### config.mk
export PLATFORM = sky130hd
export DESIGN_NAME = crc_unit
export DESIGN_NICKNAME = d
export VERILOG_FILES = /design/src/core/crc_pkg.sv /design/src/core/crc_buffer.sv /design/src/core/crc_step.sv /design/src/core/crc_unit.sv
export VERILOG_INCLUDE_DIRS = /design/src /design/src/core
export SDC_FILE = /design/constraint.sdc
export NUM_CORES = 1
export LEC_CHECK = 0
export ABC_CLOCK_PERIOD_IN_PS = 12700
export BUFFER_PORTS_ARGS = -buffer_cell sky130_fd_sc_hd__buf_2
export CORE_ASPECT_RATIO = 0.8
export CORE_MARGIN = 4
export CORE_UTILIZATION = 62
export CTS_BUF_LIST = sky130_fd_sc_hd__clkbuf_16
export CTS_CLUSTER_DIAMETER = 80
export DETAILED_ROUTE_END_ITERATION = 8
export PLACE_DENSITY = 0.83
export SYNTH_ARGS = -nofsm -noshare
export SYNTH_HDL_FRONTEND = slang
export SYNTH_SLANG_ARGS = --single-unit
### constraint.sdc
create_clock -name clk -period 12.7 [get_ports clk]
set_input_delay 2.54 -clock clk [delete_from_list [all_inputs] [get_ports clk]]
set_output_delay 2.54 -clock clk [all_outputs]
set_load 0.1 [all_outputs]
### src/core/crc_params.svh
// offsets, field positions, reset values and timing counts of the crc unit
`ifndef CRC_PARAMS_SVH
`define CRC_PARAMS_SVH

// register byte addresses
`define CRC_CTRL_OFS 8'h00
`define CRC_SEED_OFS 8'h04
`define CRC_SUM_OFS 8'h08
`define CRC_DATA32_OFS 8'h0C
`define CRC_DATA16_OFS 8'h10
`define CRC_DATA8_OFS 8'h14
`define CRC_STAT_OFS 8'h18

// control field positions
`define CRC_POLY_LSB 0
`define CRC_POLY_MSB 1
`define CRC_DCMPL_BIT 2
`define CRC_DBYTE_BIT 3
`define CRC_DBIT_BIT 4
`define CRC_SCMPL_BIT 5
`define CRC_SBYTE_BIT 6
`define CRC_SBIT_BIT 7

// status field positions
`define CRC_BUSY_BIT 0
`define CRC_OVF_BIT 1

// generator polynomials
`define CRC_POLY_8005 32'h0000_8005
`define CRC_POLY_1021 32'h0000_1021
`define CRC_POLY_32 32'h04C1_1DB7

// reset values
`define CRC_CTRL_RST 8'h00
`define CRC_SEED_RST 32'h0000_0000

// update cycles per written width
`define CRC_BYTE_CYCLES 1
`define CRC_WORD_CYCLES 4

`endif

### src/core/crc_pkg.sv
// types shared by the crc unit files
`default_nettype none
package crc_pkg;
	typedef enum logic [1:0] {
		POLY_CRC16 = 2'h0,
		POLY_CCITT = 2'h1,
		POLY_CRC32 = 2'h2
	} poly_sel_t;
	// encoding is byte count minus one
	typedef enum logic [1:0] {
		SZ_BYTE = 2'h0,
		SZ_HALF = 2'h1,
		SZ_WORD = 2'h3
	} size_t;
	typedef enum logic {
		ST_IDLE = 1'b0,
		ST_RUN = 1'b1
	} state_t;
endpackage
`default_nettype wire

### src/core/crc_buffer.sv
// two-entry buffer with valid and ready on both sides
`default_nettype none
module crc_buffer #(
	parameter int WIDTH = 34,
	parameter int DEPTH = 2
) (
	input wire logic clk,
	input wire logic sys_rst,
	input wire logic in_valid,
	output logic in_ready,
	input wire logic [WIDTH-1:0] in_data,
	output logic out_valid,
	input wire logic out_ready,
	output logic [WIDTH-1:0] out_data
);
	localparam int PW = (DEPTH > 1) ? $clog2(DEPTH) : 1;
	logic [WIDTH-1:0] mem [DEPTH];
	logic [PW-1:0] wr_ptr_reg;
	logic [PW-1:0] rd_ptr_reg;
	logic [PW:0] count_reg;
	logic [PW:0] count_next;
	logic not_full_reg;
	logic push;
	logic pop;

	// handshakes on both sides
	assign push = in_valid && not_full_reg;
	assign pop = out_valid && out_ready;
	assign in_ready = not_full_reg;
	assign out_valid = (count_reg != '0);
	assign out_data = mem[rd_ptr_reg];

	// occupancy after this cycle
	always_comb begin
		count_next = count_reg;
		if (push && !pop) begin
			count_next = count_reg + 1'b1;
		end else if (pop && !push) begin
			count_next = count_reg - 1'b1;
		end
	end

	// pointers, count and registered ready
	always_ff @(posedge clk or posedge sys_rst) begin
		if (sys_rst) begin
			wr_ptr_reg <= '0;
			rd_ptr_reg <= '0;
			count_reg <= '0;
			not_full_reg <= 1'b1;
		end else begin
			count_reg <= count_next;
			not_full_reg <= (count_next != (PW+1)'(DEPTH));
			if (push) begin
				wr_ptr_reg <= (wr_ptr_reg == PW'(DEPTH-1)) ? '0
					: wr_ptr_reg + 1'b1;
			end
			if (pop) begin
				rd_ptr_reg <= (rd_ptr_reg == PW'(DEPTH-1)) ? '0
					: rd_ptr_reg + 1'b1;
			end
		end
	end

	// storage
	always_ff @(posedge clk) begin
		if (push) begin
			mem[wr_ptr_reg] <= in_data;
		end
	end
endmodule
`default_nettype wire

### src/core/crc_step.sv
// one byte of crc update, most significant bit first
`default_nettype none
`include "crc_params.svh"
module crc_step (
	input wire logic [31:0] crc_in,
	input wire logic [7:0] data_byte,
	input wire crc_pkg::poly_sel_t poly_sel,
	output logic [31:0] crc_out
);
	import crc_pkg::*;
	logic [31:0] poly;
	logic [31:0] mask;
	logic wide;

	// polynomial and width for the selected mode
	always_comb begin
		wide = (poly_sel == POLY_CRC32);
		if (poly_sel == POLY_CRC32) begin
			poly = `CRC_POLY_32;
		end else if (poly_sel == POLY_CCITT) begin
			poly = `CRC_POLY_1021;
		end else begin
			poly = `CRC_POLY_8005;
		end
		mask = wide ? 32'hFFFF_FFFF : 32'h0000_FFFF;
	end

	// eight shifts of the linear feedback register
	always_comb begin
		logic [31:0] c;
		logic fb;
		c = crc_in & mask;
		fb = 1'b0;
		for (int i = 7; i >= 0; i--) begin
			fb = (wide ? c[31] : c[15]) ^ data_byte[i];
			c = ((c << 1) ^ (fb ? poly : 32'h0000_0000)) & mask;
		end
		crc_out = c;
	end
endmodule
`default_nettype wire

### src/core/crc_unit.sv
// crc16 and crc32 calculation unit with register port and dma data port
// Operation
// - Polynomial select 0 runs the 16-bit 0x8005 generator.
// - Polynomial select 1 runs the 16-bit 0x1021 generator.
// - Polynomial select 2 runs the 32-bit 0x04C11DB7 generator.
// - Complement, byte reverse and bit reverse apply to data and sum.
// - Byte, half-word and word data fold exactly their width in.
// - A seed write loads the accumulator with any value.
// - A byte updates in one cycle and a word in four cycles.
// - The dma port feeds data words without processor help.
// - The sum reads as a 16-bit or 32-bit result by polynomial.
`default_nettype none
`include "crc_params.svh"
module crc_unit (
	input wire logic clk,
	input wire logic sys_rst,
	input wire logic [7:0] addr,
	input wire logic [31:0] wdata,
	input wire logic wr,
	input wire logic rd,
	output logic [31:0] rdata,
	input wire logic dma_valid,
	input wire logic [31:0] dma_data,
	input wire crc_pkg::size_t dma_size,
	output logic dma_ready
);
	import crc_pkg::*;

	localparam int ENTRY_W = 34;

	logic [7:0] ctrl_reg;
	logic [31:0] crc_reg;
	logic [31:0] crc_next;
	logic [23:0] shift_reg;
	logic [1:0] remain_reg;
	state_t state_reg;
	logic ovf_reg;
	logic [31:0] rdata_reg;
	logic [31:0] rdata_next;

	poly_sel_t poly_sel;
	logic reg_data_wr;
	size_t reg_size;
	logic dma_take;
	logic buf_in_valid;
	logic buf_in_ready;
	logic [ENTRY_W-1:0] buf_in_data;
	logic buf_out_valid;
	logic buf_out_ready;
	logic [ENTRY_W-1:0] buf_out_data;
	logic [31:0] raw_data;
	size_t raw_size;
	logic [31:0] xform_data;
	logic take;
	logic active;
	logic [7:0] step_byte;
	logic [31:0] step_out;
	logic seed_wr;
	logic [31:0] sum_view;
	logic ovf_set;

	assign poly_sel = poly_sel_t'(ctrl_reg[`CRC_POLY_MSB:`CRC_POLY_LSB]);
	assign seed_wr = wr && (addr == `CRC_SEED_OFS);

	// data writes by width
	always_comb begin
		reg_data_wr = 1'b0;
		reg_size = SZ_WORD;
		if (wr && addr == `CRC_DATA32_OFS) begin
			reg_data_wr = 1'b1;
			reg_size = SZ_WORD;
		end else if (wr && addr == `CRC_DATA16_OFS) begin
			reg_data_wr = 1'b1;
			reg_size = SZ_HALF;
		end else if (wr && addr == `CRC_DATA8_OFS) begin
			reg_data_wr = 1'b1;
			reg_size = SZ_BYTE;
		end
	end

	// dma wins the buffer; a colliding register write is dropped
	assign dma_take = dma_valid && buf_in_ready;
	assign buf_in_valid = dma_take || reg_data_wr;
	assign raw_data = dma_take ? dma_data : wdata;
	assign raw_size = dma_take ? dma_size : reg_size;
	assign ovf_set = reg_data_wr && (dma_take || !buf_in_ready);

	// data transforms, masked to the written width
	always_comb begin
		logic [31:0] d;
		logic [31:0] m;
		d = raw_data;
		m = 32'hFFFF_FFFF;
		if (raw_size == SZ_BYTE) begin
			m = 32'h0000_00FF;
		end else if (raw_size == SZ_HALF) begin
			m = 32'h0000_FFFF;
		end else begin
			m = 32'hFFFF_FFFF;
		end
		d = d & m;
		if (ctrl_reg[`CRC_DCMPL_BIT]) begin
			d = ~d & m;
		end
		if (ctrl_reg[`CRC_DBYTE_BIT]) begin
			if (raw_size == SZ_HALF) begin
				d = {16'h0000, d[7:0], d[15:8]};
			end else if (raw_size == SZ_WORD) begin
				d = {d[7:0], d[15:8], d[23:16], d[31:24]};
			end
		end
		if (ctrl_reg[`CRC_DBIT_BIT]) begin
			for (int b = 0; b < 4; b++) begin
				for (int i = 0; i < 8; i++) begin
					xform_data[8*b+i] = d[8*b+7-i];
				end
			end
		end else begin
			xform_data = d;
		end
	end

	assign buf_in_data = {raw_size, xform_data};

	// buffer between the writers and the engine
	crc_buffer #(
		.WIDTH(ENTRY_W),
		.DEPTH(2)
	) u_buffer (
		.clk(clk),
		.sys_rst(sys_rst),
		.in_valid(buf_in_valid),
		.in_ready(buf_in_ready),
		.in_data(buf_in_data),
		.out_valid(buf_out_valid),
		.out_ready(buf_out_ready),
		.out_data(buf_out_data)
	);

	// the engine pulls a new entry only when no bytes remain
	assign buf_out_ready = (remain_reg == 2'h0);
	assign take = buf_out_valid && buf_out_ready;
	assign active = take || (remain_reg != 2'h0);
	// first byte straight from the buffer head
	assign step_byte = take ? buf_out_data[7:0] : shift_reg[7:0];

	crc_step u_step (
		.crc_in(crc_reg),
		.data_byte(step_byte),
		.poly_sel(poly_sel),
		.crc_out(step_out)
	);

	// accumulator: seed load, byte step or hold
	always_comb begin
		crc_next = crc_reg;
		if (seed_wr) begin
			crc_next = wdata;
		end else if (active) begin
			crc_next = step_out;
		end
	end

	always_ff @(posedge clk or posedge sys_rst) begin
		if (sys_rst) begin
			crc_reg <= `CRC_SEED_RST;
		end else begin
			crc_reg <= crc_next;
		end
	end

	// byte sequencer
	always_ff @(posedge clk or posedge sys_rst) begin
		if (sys_rst) begin
			remain_reg <= 2'h0;
			shift_reg <= 24'h00_0000;
			state_reg <= ST_IDLE;
		end else begin
			case (state_reg)
				ST_IDLE: begin
					if (take) begin
						remain_reg <= buf_out_data[33:32];
						shift_reg <= buf_out_data[31:8];
						if (buf_out_data[33:32] != 2'h0) begin
							state_reg <= ST_RUN;
						end
					end
				end
				ST_RUN: begin
					remain_reg <= remain_reg - 2'h1;
					shift_reg <= {8'h00, shift_reg[23:8]};
					if (remain_reg == 2'h1) begin
						state_reg <= ST_IDLE;
					end
				end
				default: begin
					state_reg <= ST_IDLE;
				end
			endcase
		end
	end

	// control register
	always_ff @(posedge clk or posedge sys_rst) begin
		if (sys_rst) begin
			ctrl_reg <= `CRC_CTRL_RST;
		end else if (wr && addr == `CRC_CTRL_OFS) begin
			ctrl_reg <= wdata[7:0];
		end
	end

	// sticky overflow, set wins over write-one-clear
	always_ff @(posedge clk or posedge sys_rst) begin
		if (sys_rst) begin
			ovf_reg <= 1'b0;
		end else if (ovf_set) begin
			ovf_reg <= 1'b1;
		end else if (wr && addr == `CRC_STAT_OFS && wdata[`CRC_OVF_BIT]) begin
			ovf_reg <= 1'b0;
		end
	end

	// checksum transforms at the result width
	always_comb begin
		logic [31:0] s;
		logic w32;
		w32 = (poly_sel == POLY_CRC32);
		s = w32 ? crc_reg : {16'h0000, crc_reg[15:0]};
		if (ctrl_reg[`CRC_SCMPL_BIT]) begin
			s = w32 ? ~s : {16'h0000, ~s[15:0]};
		end
		if (ctrl_reg[`CRC_SBYTE_BIT]) begin
			s = w32 ? {s[7:0], s[15:8], s[23:16], s[31:24]}
				: {16'h0000, s[7:0], s[15:8]};
		end
		if (ctrl_reg[`CRC_SBIT_BIT]) begin
			for (int b = 0; b < 4; b++) begin
				for (int i = 0; i < 8; i++) begin
					sum_view[8*b+i] = s[8*b+7-i];
				end
			end
		end else begin
			sum_view = s;
		end
	end

	// read decode, zero outside the cycle after the strobe
	always_comb begin
		rdata_next = 32'h0000_0000;
		if (rd) begin
			if (addr == `CRC_CTRL_OFS) begin
				rdata_next = {24'h00_0000, ctrl_reg};
			end else if (addr == `CRC_SEED_OFS) begin
				rdata_next = crc_reg;
			end else if (addr == `CRC_SUM_OFS) begin
				rdata_next = sum_view;
			end else if (addr == `CRC_STAT_OFS) begin
				rdata_next = {30'h0000_0000, ovf_reg,
					active || buf_out_valid};
			end else begin
				rdata_next = 32'h0000_0000;
			end
		end
	end

	always_ff @(posedge clk or posedge sys_rst) begin
		if (sys_rst) begin
			rdata_reg <= 32'h0000_0000;
		end else begin
			rdata_reg <= rdata_next;
		end
	end

	assign rdata = rdata_reg;
	assign dma_ready = buf_in_ready;
endmodule
`default_nettype wire

==> flow_metrics.py, run 1 <==
metrics = {
    "sta": {
        "max_clock_freq_mhz": 175,
        "whs_ns": 0.484,
        "fin_crit_sh_pct": 45.0,
        "tns_ns": 0,
        "slew_headroom_pct": 20.3,
        "final_hold_viol_count": 0,
        "tightest_slew_ns": 1.19,
        "slew_violations": 0,
        "finalSetupViolCount": 0,
        "rsz0062_at_grt": "no",
        "fin_crit_ns": 5.71,
        "skew_ns": 0.0138,
    },
    "route": {
        "routed_via_density": 6.49,
        "firstDrtPassIters": 6,
        "routed-via-count": 10500,
        "drt_iter0_drc": 1651,
        "postRouteAntennaNets": 0,
        "wl_um": 36500,
        "wl_per_cell_um": 22.5,
        "drc": 0,
    },
    "run": {
        "cap_violations": 0,
    },
    "min_path": {
        "hp-class": "register to register",
    },
    "setup_path": {
        "cp_data_arrival_time_ns": 6.07,
        "critPathRequiredTime_ns": 13.06,
        "crit_path_start_kind": "register",
        "rr_endpoint": "crc_reg[16]",
        "r2r-start": "remain_reg[0]",
        "end_kind": "register",
        "cp-startpoint": "remain_reg[0]",
        "cp_max_fo": 64,
        "endpoint": "crc_reg[16]",
        "r2r_slack_ns": 6.99,
        "critical_path_class": "register to register",
        "reg2reg_depth": 16,
    },
    "placed_design": {
        "port-buffer-count": 111,
        "placedCellCount": 1589,
        "gp_congestion": 1.05,
        "dp_hpwl_um": 25300,
    },
    "logic_synthesis": {
        "yosys_warnings": 0,
        "syn_area_sq_mm": 0.0122,
        "seq_area_frac_synth_pct": 38.4,
        "synth-async-reset-ratio_pct": 60.7,
        "synth-xor-area-share_pct": 13.5,
        "muxShareOfSynthArea_pct": 14.8,
        "synth_edf_count": 68,
        "yosys.area_share.simple_pct": 14.7,
        "synth.ff_latch_count": 173,
        "synth_nets": 1393,
        "synth_adder_area_share_pct": 0.515,
        "synth.avg_cell_area_sq_um": 9.29,
        "synth-main-ff-cell": "dfrtp_1",
        "syn_inst": 1309,
        "synth_top_family_by_area": "multiplexers",
        "yosysUniqueCellTypes": 68,
        "synth_compound_area_share_pct": 13.1,
    },
    "global_route": {
        "overflow": 0,
        "grt_max_degree": 83,
        "grt_pass1_wl_um": 55700,
        "grt_pass1_vias": 9781,
        "antenna_found_initial": 0,
        "grt_usage_pct": 33.2,
    },
    "clock_tree": {
        "h-tree-depth": 4,
        "clock_latency_ns": 0.45,
        "cts-hold-fix-buffers": 0,
        "clockRootBuffer": "clkbuf_16",
        "cts_inserted_buffers": 17,
        "clock-sinks": 173,
        "cts_max_path_buffers": 2,
        "cts.clk_slew.worst_paths_ns": 0.07,
        "cts_resized": 0,
        "cts_tree": "built",
        "post-cts-setup-buffers": 0,
    },
    "floorplan": {
        "start_util_pct": 63.5,
        "rows": 45,
        "dieArea_sq_mm": 0.0219,
        "die_w_um": 165,
        "io_pins": 112,
        "core-area_sq_mm": 0.0191,
        "die-height_um": 133,
    },
    "layout": {
        "nets": 1434,
        "layout-drive-gt1-share_pct": 15.4,
        "largest_reg_flops": 68,
        "stdcell_count": 1621,
        "insertedDiodeCount": 0,
        "syn_to_final_growth_pct": 9.33,
    },
    "run_status": {
        "status": "completed",
    },
}
==> worst min-delay path by stage <==
| stage | slack (ns) | start | cells after the start | endpoint |
|---|---|---|---|---|
| after floorplan | 0.45 | shift_reg[11] | 2 | shift_reg[3] |
| final | 0.48 | shift_reg[17] | 2 | shift_reg[9] |
| after global routing | 0.51 | shift_reg[10] | 1 | shift_reg[2] |
| after global placement | 0.46 | shift_reg[12] | 2 | shift_reg[4] |
| after detailed placement | 0.47 | shift_reg[10] | 1 | shift_reg[2] |
| after CTS | 0.49 | shift_reg[10] | 1 | shift_reg[2] |
==> layout by cell type, fill, tap and decap left out, drive strengths merged, types with 18 or more instances in the layout <==
cell    synthesis  layout
a21oi          61      61
a22oi          24      24
buf            35     130
clkbuf         71      19
dfrtp         104     104
edfxtp         68      68
inv            16      22
mux2           18      18
mux2i         138     138
nand2         155     155
nand3          43      43
nor2          116     116
nor3           23      23
o21ai          97      97
xnor2         129     129
xor2           41      41
==> cell type report <==
class,instances,area (sq um)
fillers,1451,5850
flip-flops and latches,173,4670
well taps,258,323
inverters,17,66.3
multi-input cells,1011,6910
clock inverters,13,143
repair buffers,130,698
clock buffers,19,475
==> cell usage after synthesis, drive strengths merged, types with 35 or more instances <==
master	instances	area share, %
a21oi	61	2.5
buf	35	2.1
clkbuf	71	2.2
dfrtp	104	21
edfxtp	68	17
mux2i	138	12
nand2	155	4.8
nand3	43	1.8
nor2	116	3.6
o21ai	97	4.0
xnor2	129	9.4
xor2	41	3.0
==> logic make-up after synthesis <==
| kind of cell | Yosys count |
|---|---|
| AND/OR/NAND/NOR | 402 |
| AO/OA/AOI/OAI | 264 |
| XOR/XNOR | 176 |
| flip-flops | 173 |
| multiplexers | 164 |
| buffers and inverters | 125 |
| adder cells (fa/ha/maj) | 5 |
==> metal layers <==
metal,wire (um),track usage (%)
met4,1150,10.4
met5,0,0
met3,5380,10.8
met2,15600,47.1
met1,14300,48.3
==> through the flow <==
stage / util [%] / setup slack [ns] / cell area [sq um]
after detailed placement: 66.2 / 6.97 / 12700
after floorplan: - / 7.40 / 12200
after global routing: 69.4 / 6.70 / 13300
after CTS: 69.4 / 7.14 / 13300
after global placement: 66.2 / 7.09 / 12700
final: 69.4 / 6.99 / 13300
==> critical path: stages (launching register included) <==
cell and delay (ns):
dfrtp_1 0.38, inv_1 0.10, ha_1 0.22, nor2b_4 0.15, buf_4 0.54, mux2i_4 0.40
xnor3_1 0.55, nor3b_4 0.21, o31ai_4 0.27, xor2_2 0.73, mux2i_1 0.31, nand3_1 0.16
xnor2_1 0.33, a31oi_1 0.17, xnor2_2 0.47, xnor3_1 0.51, o21ai_1 0.12
Power of run 1 is not shown: default switching activity piles up to over one toggle a cycle in this logic, so the estimate is an artifact.
==> run 2: changes to the inputs <==
Settings changed: ABC_CLOCK_PERIOD_IN_PS 12700 to 4800, CORE_UTILIZATION 62 to 55, PLACE_DENSITY 0.83 to 0.78.
Clock period 12.7 ns to 4.8 ns, I/O delays scaled along.
==> run 2 against run 1 <==
Net effect:
- non-clock buffer count up 16
- clock-buffer cell count down 1
- sequential cell count unchanged
- via count down 1.6%
- core utilization down 7.5 points
- clock skew about the same
- die area up 12%
- cell count up 3.6%
- first-iteration DRC count down 23%
- critical endpoint is now crc_reg[11]
- largest cell class unchanged
- highest routed layer unchanged
==> flow_metrics.py, run 2 (synthesized netlist as in run 1, its figures left out) <==
metrics = {
    "sta": {
        "final_hold_viol_count": 0,
        "fin_crit_sh_pct": 92.5,
        "skew_ns": 0.0136,
        "tns_ns": 0,
        "slew_violations": 0,
        "rsz0062_at_grt": "no",
        "tightest_slew_ns": 1.16,
        "max_clock_freq_mhz": 225,
        "slew_headroom_pct": 22.6,
        "fin_crit_ns": 4.44,
        "finalSetupViolCount": 0,
        "whs_ns": 0.481,
        "setup_slack_ns": 0.361,
    },
    "route": {
        "drc": 0,
        "wl_um": 37200,
        "postRouteAntennaNets": 0,
        "routed_via_density": 6.16,
        "drt_iter0_drc": 1276,
        "firstDrtPassIters": 6,
        "routed-via-count": 10400,
        "wl_per_cell_um": 22.2,
    },
    "setup_path": {
        "cp_data_arrival_time_ns": 4.75,
        "crit_chain": "inv_1 -> ha_1 -> nor2b_4 -> mux2i_4 -> xnor3_1 -> nor3b_4 -> o31ai_4 -> a21oi_1 -> o31a_1 -> or2_2 -> xnor2_1 -> nor3_1 -> nand3b_1 -> a211o_1",
        "critPathBufInv": 1,
        "reg2reg_depth": 14,
        "crit_path_start_kind": "register",
        "crit_cells": 14,
        "critical_path_class": "register to register",
        "cp_top_family": "simple AND/OR/NAND/NOR gates",
        "end_kind": "register",
        "worst_path_largest_cell_delay_ns": 0.51,
        "critPathRequiredTime_ns": 5.12,
        "crit_slowest_cell": "xnor3_1",
        "cp_max_fo": 8,
    },
    "floorplan": {
        "dieArea_sq_mm": 0.0246,
        "io_pins": 112,
        "die_w_um": 174,
        "core-area_sq_mm": 0.0217,
        "die-height_um": 141,
        "start_util_pct": 56.1,
        "rows": 48,
    },
    "clock_tree": {
        "cts_max_path_buffers": 2,
        "clock_latency_ns": 0.44,
        "h-tree-depth": 4,
        "cts_inserted_buffers": 17,
        "post-cts-setup-buffers": 0,
        "cts.clk_slew.worst_paths_ns": 0.07,
        "clock-sinks": 173,
        "clockRootBuffer": "clkbuf_16",
        "cts_resized": 0,
        "cts_tree": "built",
        "cts-hold-fix-buffers": 0,
    },
    "layout": {
        "seqCellArea_sq_mm": 0.00467,
        "fillers": 1811,
        "multiInputGateArea_sq_mm": 0.00691,
        "nets": 1450,
        "syn_to_final_growth_pct": 10.4,
        "largest_reg_flops": 68,
        "most-common-layout-cells": "nand2_1, mux2i_1, xnor2_1, nor2_1, buf_2",
        "final_common_cell": "nand2_1",
        "layout-drive-gt1-share_pct": 16.5,
    },
    "run_status": {
        "status": "completed",
    },
    "placed_design": {
        "dp_hpwl_um": 26700,
        "dp_slack_ns": 0.375,
        "gp_congestion": 1.04,
        "port-buffer-count": 111,
    },
    "global_route": {
        "grt-busiest-layer": "met1",
        "grt_usage_pct": 30.1,
        "antenna_found_initial": 0,
        "grt_max_degree": 80,
        "grt_use_met2_pct": 43.7,
        "grt_pass1_wl_um": 57200,
        "met1_usage_pct": 43.7,
        "overflow": 0,
        "grt_pass1_vias": 9682,
        "grt_use_met3_pct": 8.26,
    },
    "min_path": {
        "hold_depth": 2,
        "hp-class": "register to register",
    },
    "run": {
        "cap_violations": 0,
    },
}
[run 2: changes by cell type in the layout (fill, tap and decap cells not counted), moves of 2 or more]
| cell | before | now |
|---|---|---|
| inv_2 | 0 | 2 |
| inv_8 | 4 | 2 |
| buf_4 | 19 | 35 |
| inv_6 | 1 | 5 |
| clkinv_4 | 3 | 1 |
[run 2: final timing paths]
kind	startpoint	end	slack, ns
max	remain_reg[0]	crc_reg[11]	0.36
min	shift_reg[17]	shift_reg[9]	0.48
max reg2reg	remain_reg[0]	crc_reg[11]	0.36
min reg2reg	shift_reg[17]	shift_reg[9]	0.48
max in group asynchronous	sys_rst	crc_reg[11]	2.99
min in group asynchronous	sys_rst	u_buffer.count_reg[0]	0.75
[run 2: cell type report]
type / instances / share of cell area (%)
multi-input combinational: 1011 / 51.5
antenna: 1 / 0.0186
clock buffer: 18 / 3.35
clock inverter: 14 / 0.950
tap: 300 / 2.80
sequential: 173 / 34.8
inverter: 17 / 0.494
timing repair buffer: 146 / 6.09
[run 2: tightest hold or removal path, delay by kind of cell (launching register included)]
family             cells  cell delay, ns
AOI/OAI and AO/OA      1            0.06
DFF                    1            0.34
and+or+nand+nor        1            0.04
[run 2: through the flow]
| stage | instance area [sq um] | util [%] | instances |
|---|---|---|---|
| after floorplan | 12200 | - | 1309 |
| after global placement | 12800 | 59.3 | 1647 |
| after detailed placement | 12800 | 59.3 | 1647 |
| after CTS | 13400 | 61.9 | 1679 |
| after global routing | 13400 | 61.9 | 1679 |
| final | 13400 | 61.9 | 1680 |
[run 2: routing by layer]
layer,up-vias,share of wire [%]
li1,4693,-
met5,-,0
met4,0,2.8
met1,4964,42
met3,77,13
met2,622,43
Power of run 2 is left out for the same reason.
==> run 3: changes to the inputs <==
--- a/config.mk
+++ b/config.mk
@@ -17,2 +17,3 @@
 export PLACE_DENSITY = 0.78
+export RECOVER_POWER = 25
 export SYNTH_ARGS = -nofsm -noshare
==> constraint.sdc (replaced) <==
create_clock -name clk -period 4.8 [get_ports clk]
set_input_delay 0.24 -clock clk [delete_from_list [all_inputs] [get_ports clk]]
set_output_delay 0.24 -clock clk [all_outputs]
set_load 0.1 [all_outputs]
==> run 3 against run 2 <==
Net effect:
- the run now ends with capacitance limit, slew limit left
- global-route usage up 0.18 points
- wire length up 0.34%
- hold slack worse by 0.44 ns
- critical path type unchanged
- critical endpoint is now crc_reg[5]
- largest cell class unchanged
==> flow_metrics.py, run 3 (synthesized netlist as in run 1, its figures left out) <==
metrics = {
    "sta": {
        "max_clock_freq_mhz": 224,
        "tightest_slew_ns": 3.50,
        "slew_headroom_pct": -135,
        "rsz0062_at_grt": "no",
        "fin_crit_ns": 4.46,
        "tns_ns": 0,
        "skew_ns": 0.0110,
        "slew_violations": 108,
        "finalSetupViolCount": 0,
        "final_hold_viol_count": 0,
        "fin_crit_sh_pct": 93.0,
    },
    "route": {
        "drc": 0,
        "firstDrtPassIters": 6,
        "routed-via-count": 10300,
        "routed_via_density": 6.16,
        "postRouteAntennaNets": 0,
        "drt_iter0_drc": 1348,
        "wl_um": 37400,
        "wl_per_cell_um": 22.3,
    },
    "clock_tree": {
        "cts.clk_slew.worst_paths_ns": 0.07,
        "cts-hold-fix-buffers": 0,
        "clock_latency_ns": 0.45,
        "clock-sinks": 173,
        "h-tree-depth": 4,
        "post-cts-setup-buffers": 0,
        "cts_resized": 0,
        "cts_tree": "built",
        "cts_max_path_buffers": 2,
        "cts_inserted_buffers": 17,
        "clockRootBuffer": "clkbuf_16",
    },
    "setup_path": {
        "critical_path_class": "register to register",
        "crit_cells": 15,
        "worst_path_largest_cell_delay_ns": 0.52,
        "critPathRequiredTime_ns": 5.12,
        "crit_path_start_kind": "register",
        "cp-startpoint": "remain_reg[0]",
        "cp_top_family": "simple AND/OR/NAND/NOR gates",
        "cp_data_arrival_time_ns": 4.79,
        "crit_chain": "inv_1 -> ha_1 -> nor2b_4 -> mux2i_4 -> xnor3_1 -> nor3b_4 -> o31ai_4 -> a21oi_1 -> nor4_1 -> or2_1 -> xor2_1 -> xnor3_1 -> a21oi_1 -> mux2i_1 -> nor3_1",
        "end_kind": "register",
        "critPathBufInv": 1,
        "reg2reg_depth": 15,
        "r2r-start": "remain_reg[0]",
        "cp_max_fo": 8,
        "crit_slowest_cell": "xnor3_1",
    },
    "layout": {
        "final_common_cell": "nand2_1",
        "most-common-layout-cells": "nand2_1, mux2i_1, xnor2_1, nor2_1, buf_2",
        "nets": 1447,
        "final_core_util_pct": 61.9,
        "fillers": 1793,
        "insertedDiodeCount": 0,
        "seqCellArea_sq_mm": 0.00467,
        "syn_to_final_growth_pct": 10.4,
        "layout-drive-gt1-share_pct": 16.0,
        "largest_reg_flops": 68,
        "multiInputGateArea_sq_mm": 0.00691,
    },
    "global_route": {
        "grt_pass1_wl_um": 57000,
        "grt-busiest-layer": "met1",
        "met1_usage_pct": 45.2,
        "grt_max_degree": 81,
        "antenna_found_initial": 0,
        "grt_pass1_vias": 9405,
        "overflow": 0,
        "grt_usage_pct": 30.3,
        "grt_use_met3_pct": 8.82,
        "grt_use_met2_pct": 43.0,
    },
    "floorplan": {
        "dieArea_sq_mm": 0.0246,
        "start_util_pct": 56.1,
        "core-area_sq_mm": 0.0217,
        "die-height_um": 141,
        "rows": 48,
        "die_w_um": 174,
        "io_pins": 112,
    },
    "min_path": {
        "hp-class": "input pin to register",
        "hold_depth": 3,
        "hp-start": "wdata[19]",
    },
    "run_status": {
        "violations": "capacitance limit, slew limit",
        "status": "finished with violations",
    },
    "placed_design": {
        "gp_congestion": 0.972,
        "dp_hpwl_um": 26800,
        "port-buffer-count": 111,
    },
    "run": {
        "cap_violations": 2,
    },
}
## run 3: changes by cell type in the layout (fill, tap and decap cells not counted), sizes merged
| cell | change |
|---|---|
| buf | -4 |
| bufinv | +2 |
| inv | -2 |
| clkbuf | +1 |
| diode | -1 |
## run 3: per-stage QoR
step	instance area (sq um)	hold slack, ns	instances	setup slack, ns
floorplan	12200	0.356	1309	0.769
global placement	12800	0.461	1644	0.444
detailed placement	12800	0.468	1644	0.415
CTS	13400	0.0277	1676	0.374
global route	13400	0.0418	1676	0.0135
finish	13400	0.0388	1676	0.338
## run 3: layout make-up
type                       count  area share [%]
clock buffer                  18            3.36
inverter                      17           0.485
multi-input combinational   1011            51.5
sequential                   173            34.8
timing repair buffer         143            5.90
tap                          300            2.80
clock inverter                14            1.16
## run 3: path summary, 6_finish.rpt
path / to / slack [ns]
worst max-delay path: crc_reg[5] / 0.34
worst min-delay path: crc_reg[19] / 0.04
worst max register to register: crc_reg[5] / 0.34
worst min register to register: shift_reg[14] / 0.48
max in group asynchronous: crc_reg[4] / 1.06
min in group asynchronous: ovf_reg / 0.79
## run 3: tightest hold or removal path, cell delays in order
cell and delay [ns]:
buf_2 0.10, a21oi_1 0.05, o21ai_0 0.06
## run 3: metal layers
metal,part of all wire (%),up-vias,wire [um]
met4,2.2,0,818
met2,43,607,16000
met5,0,-,0
li1,-,4683,-
met3,12,61,4650
met1,43,4968,15900
Power of run 3 is left out for the same reason.
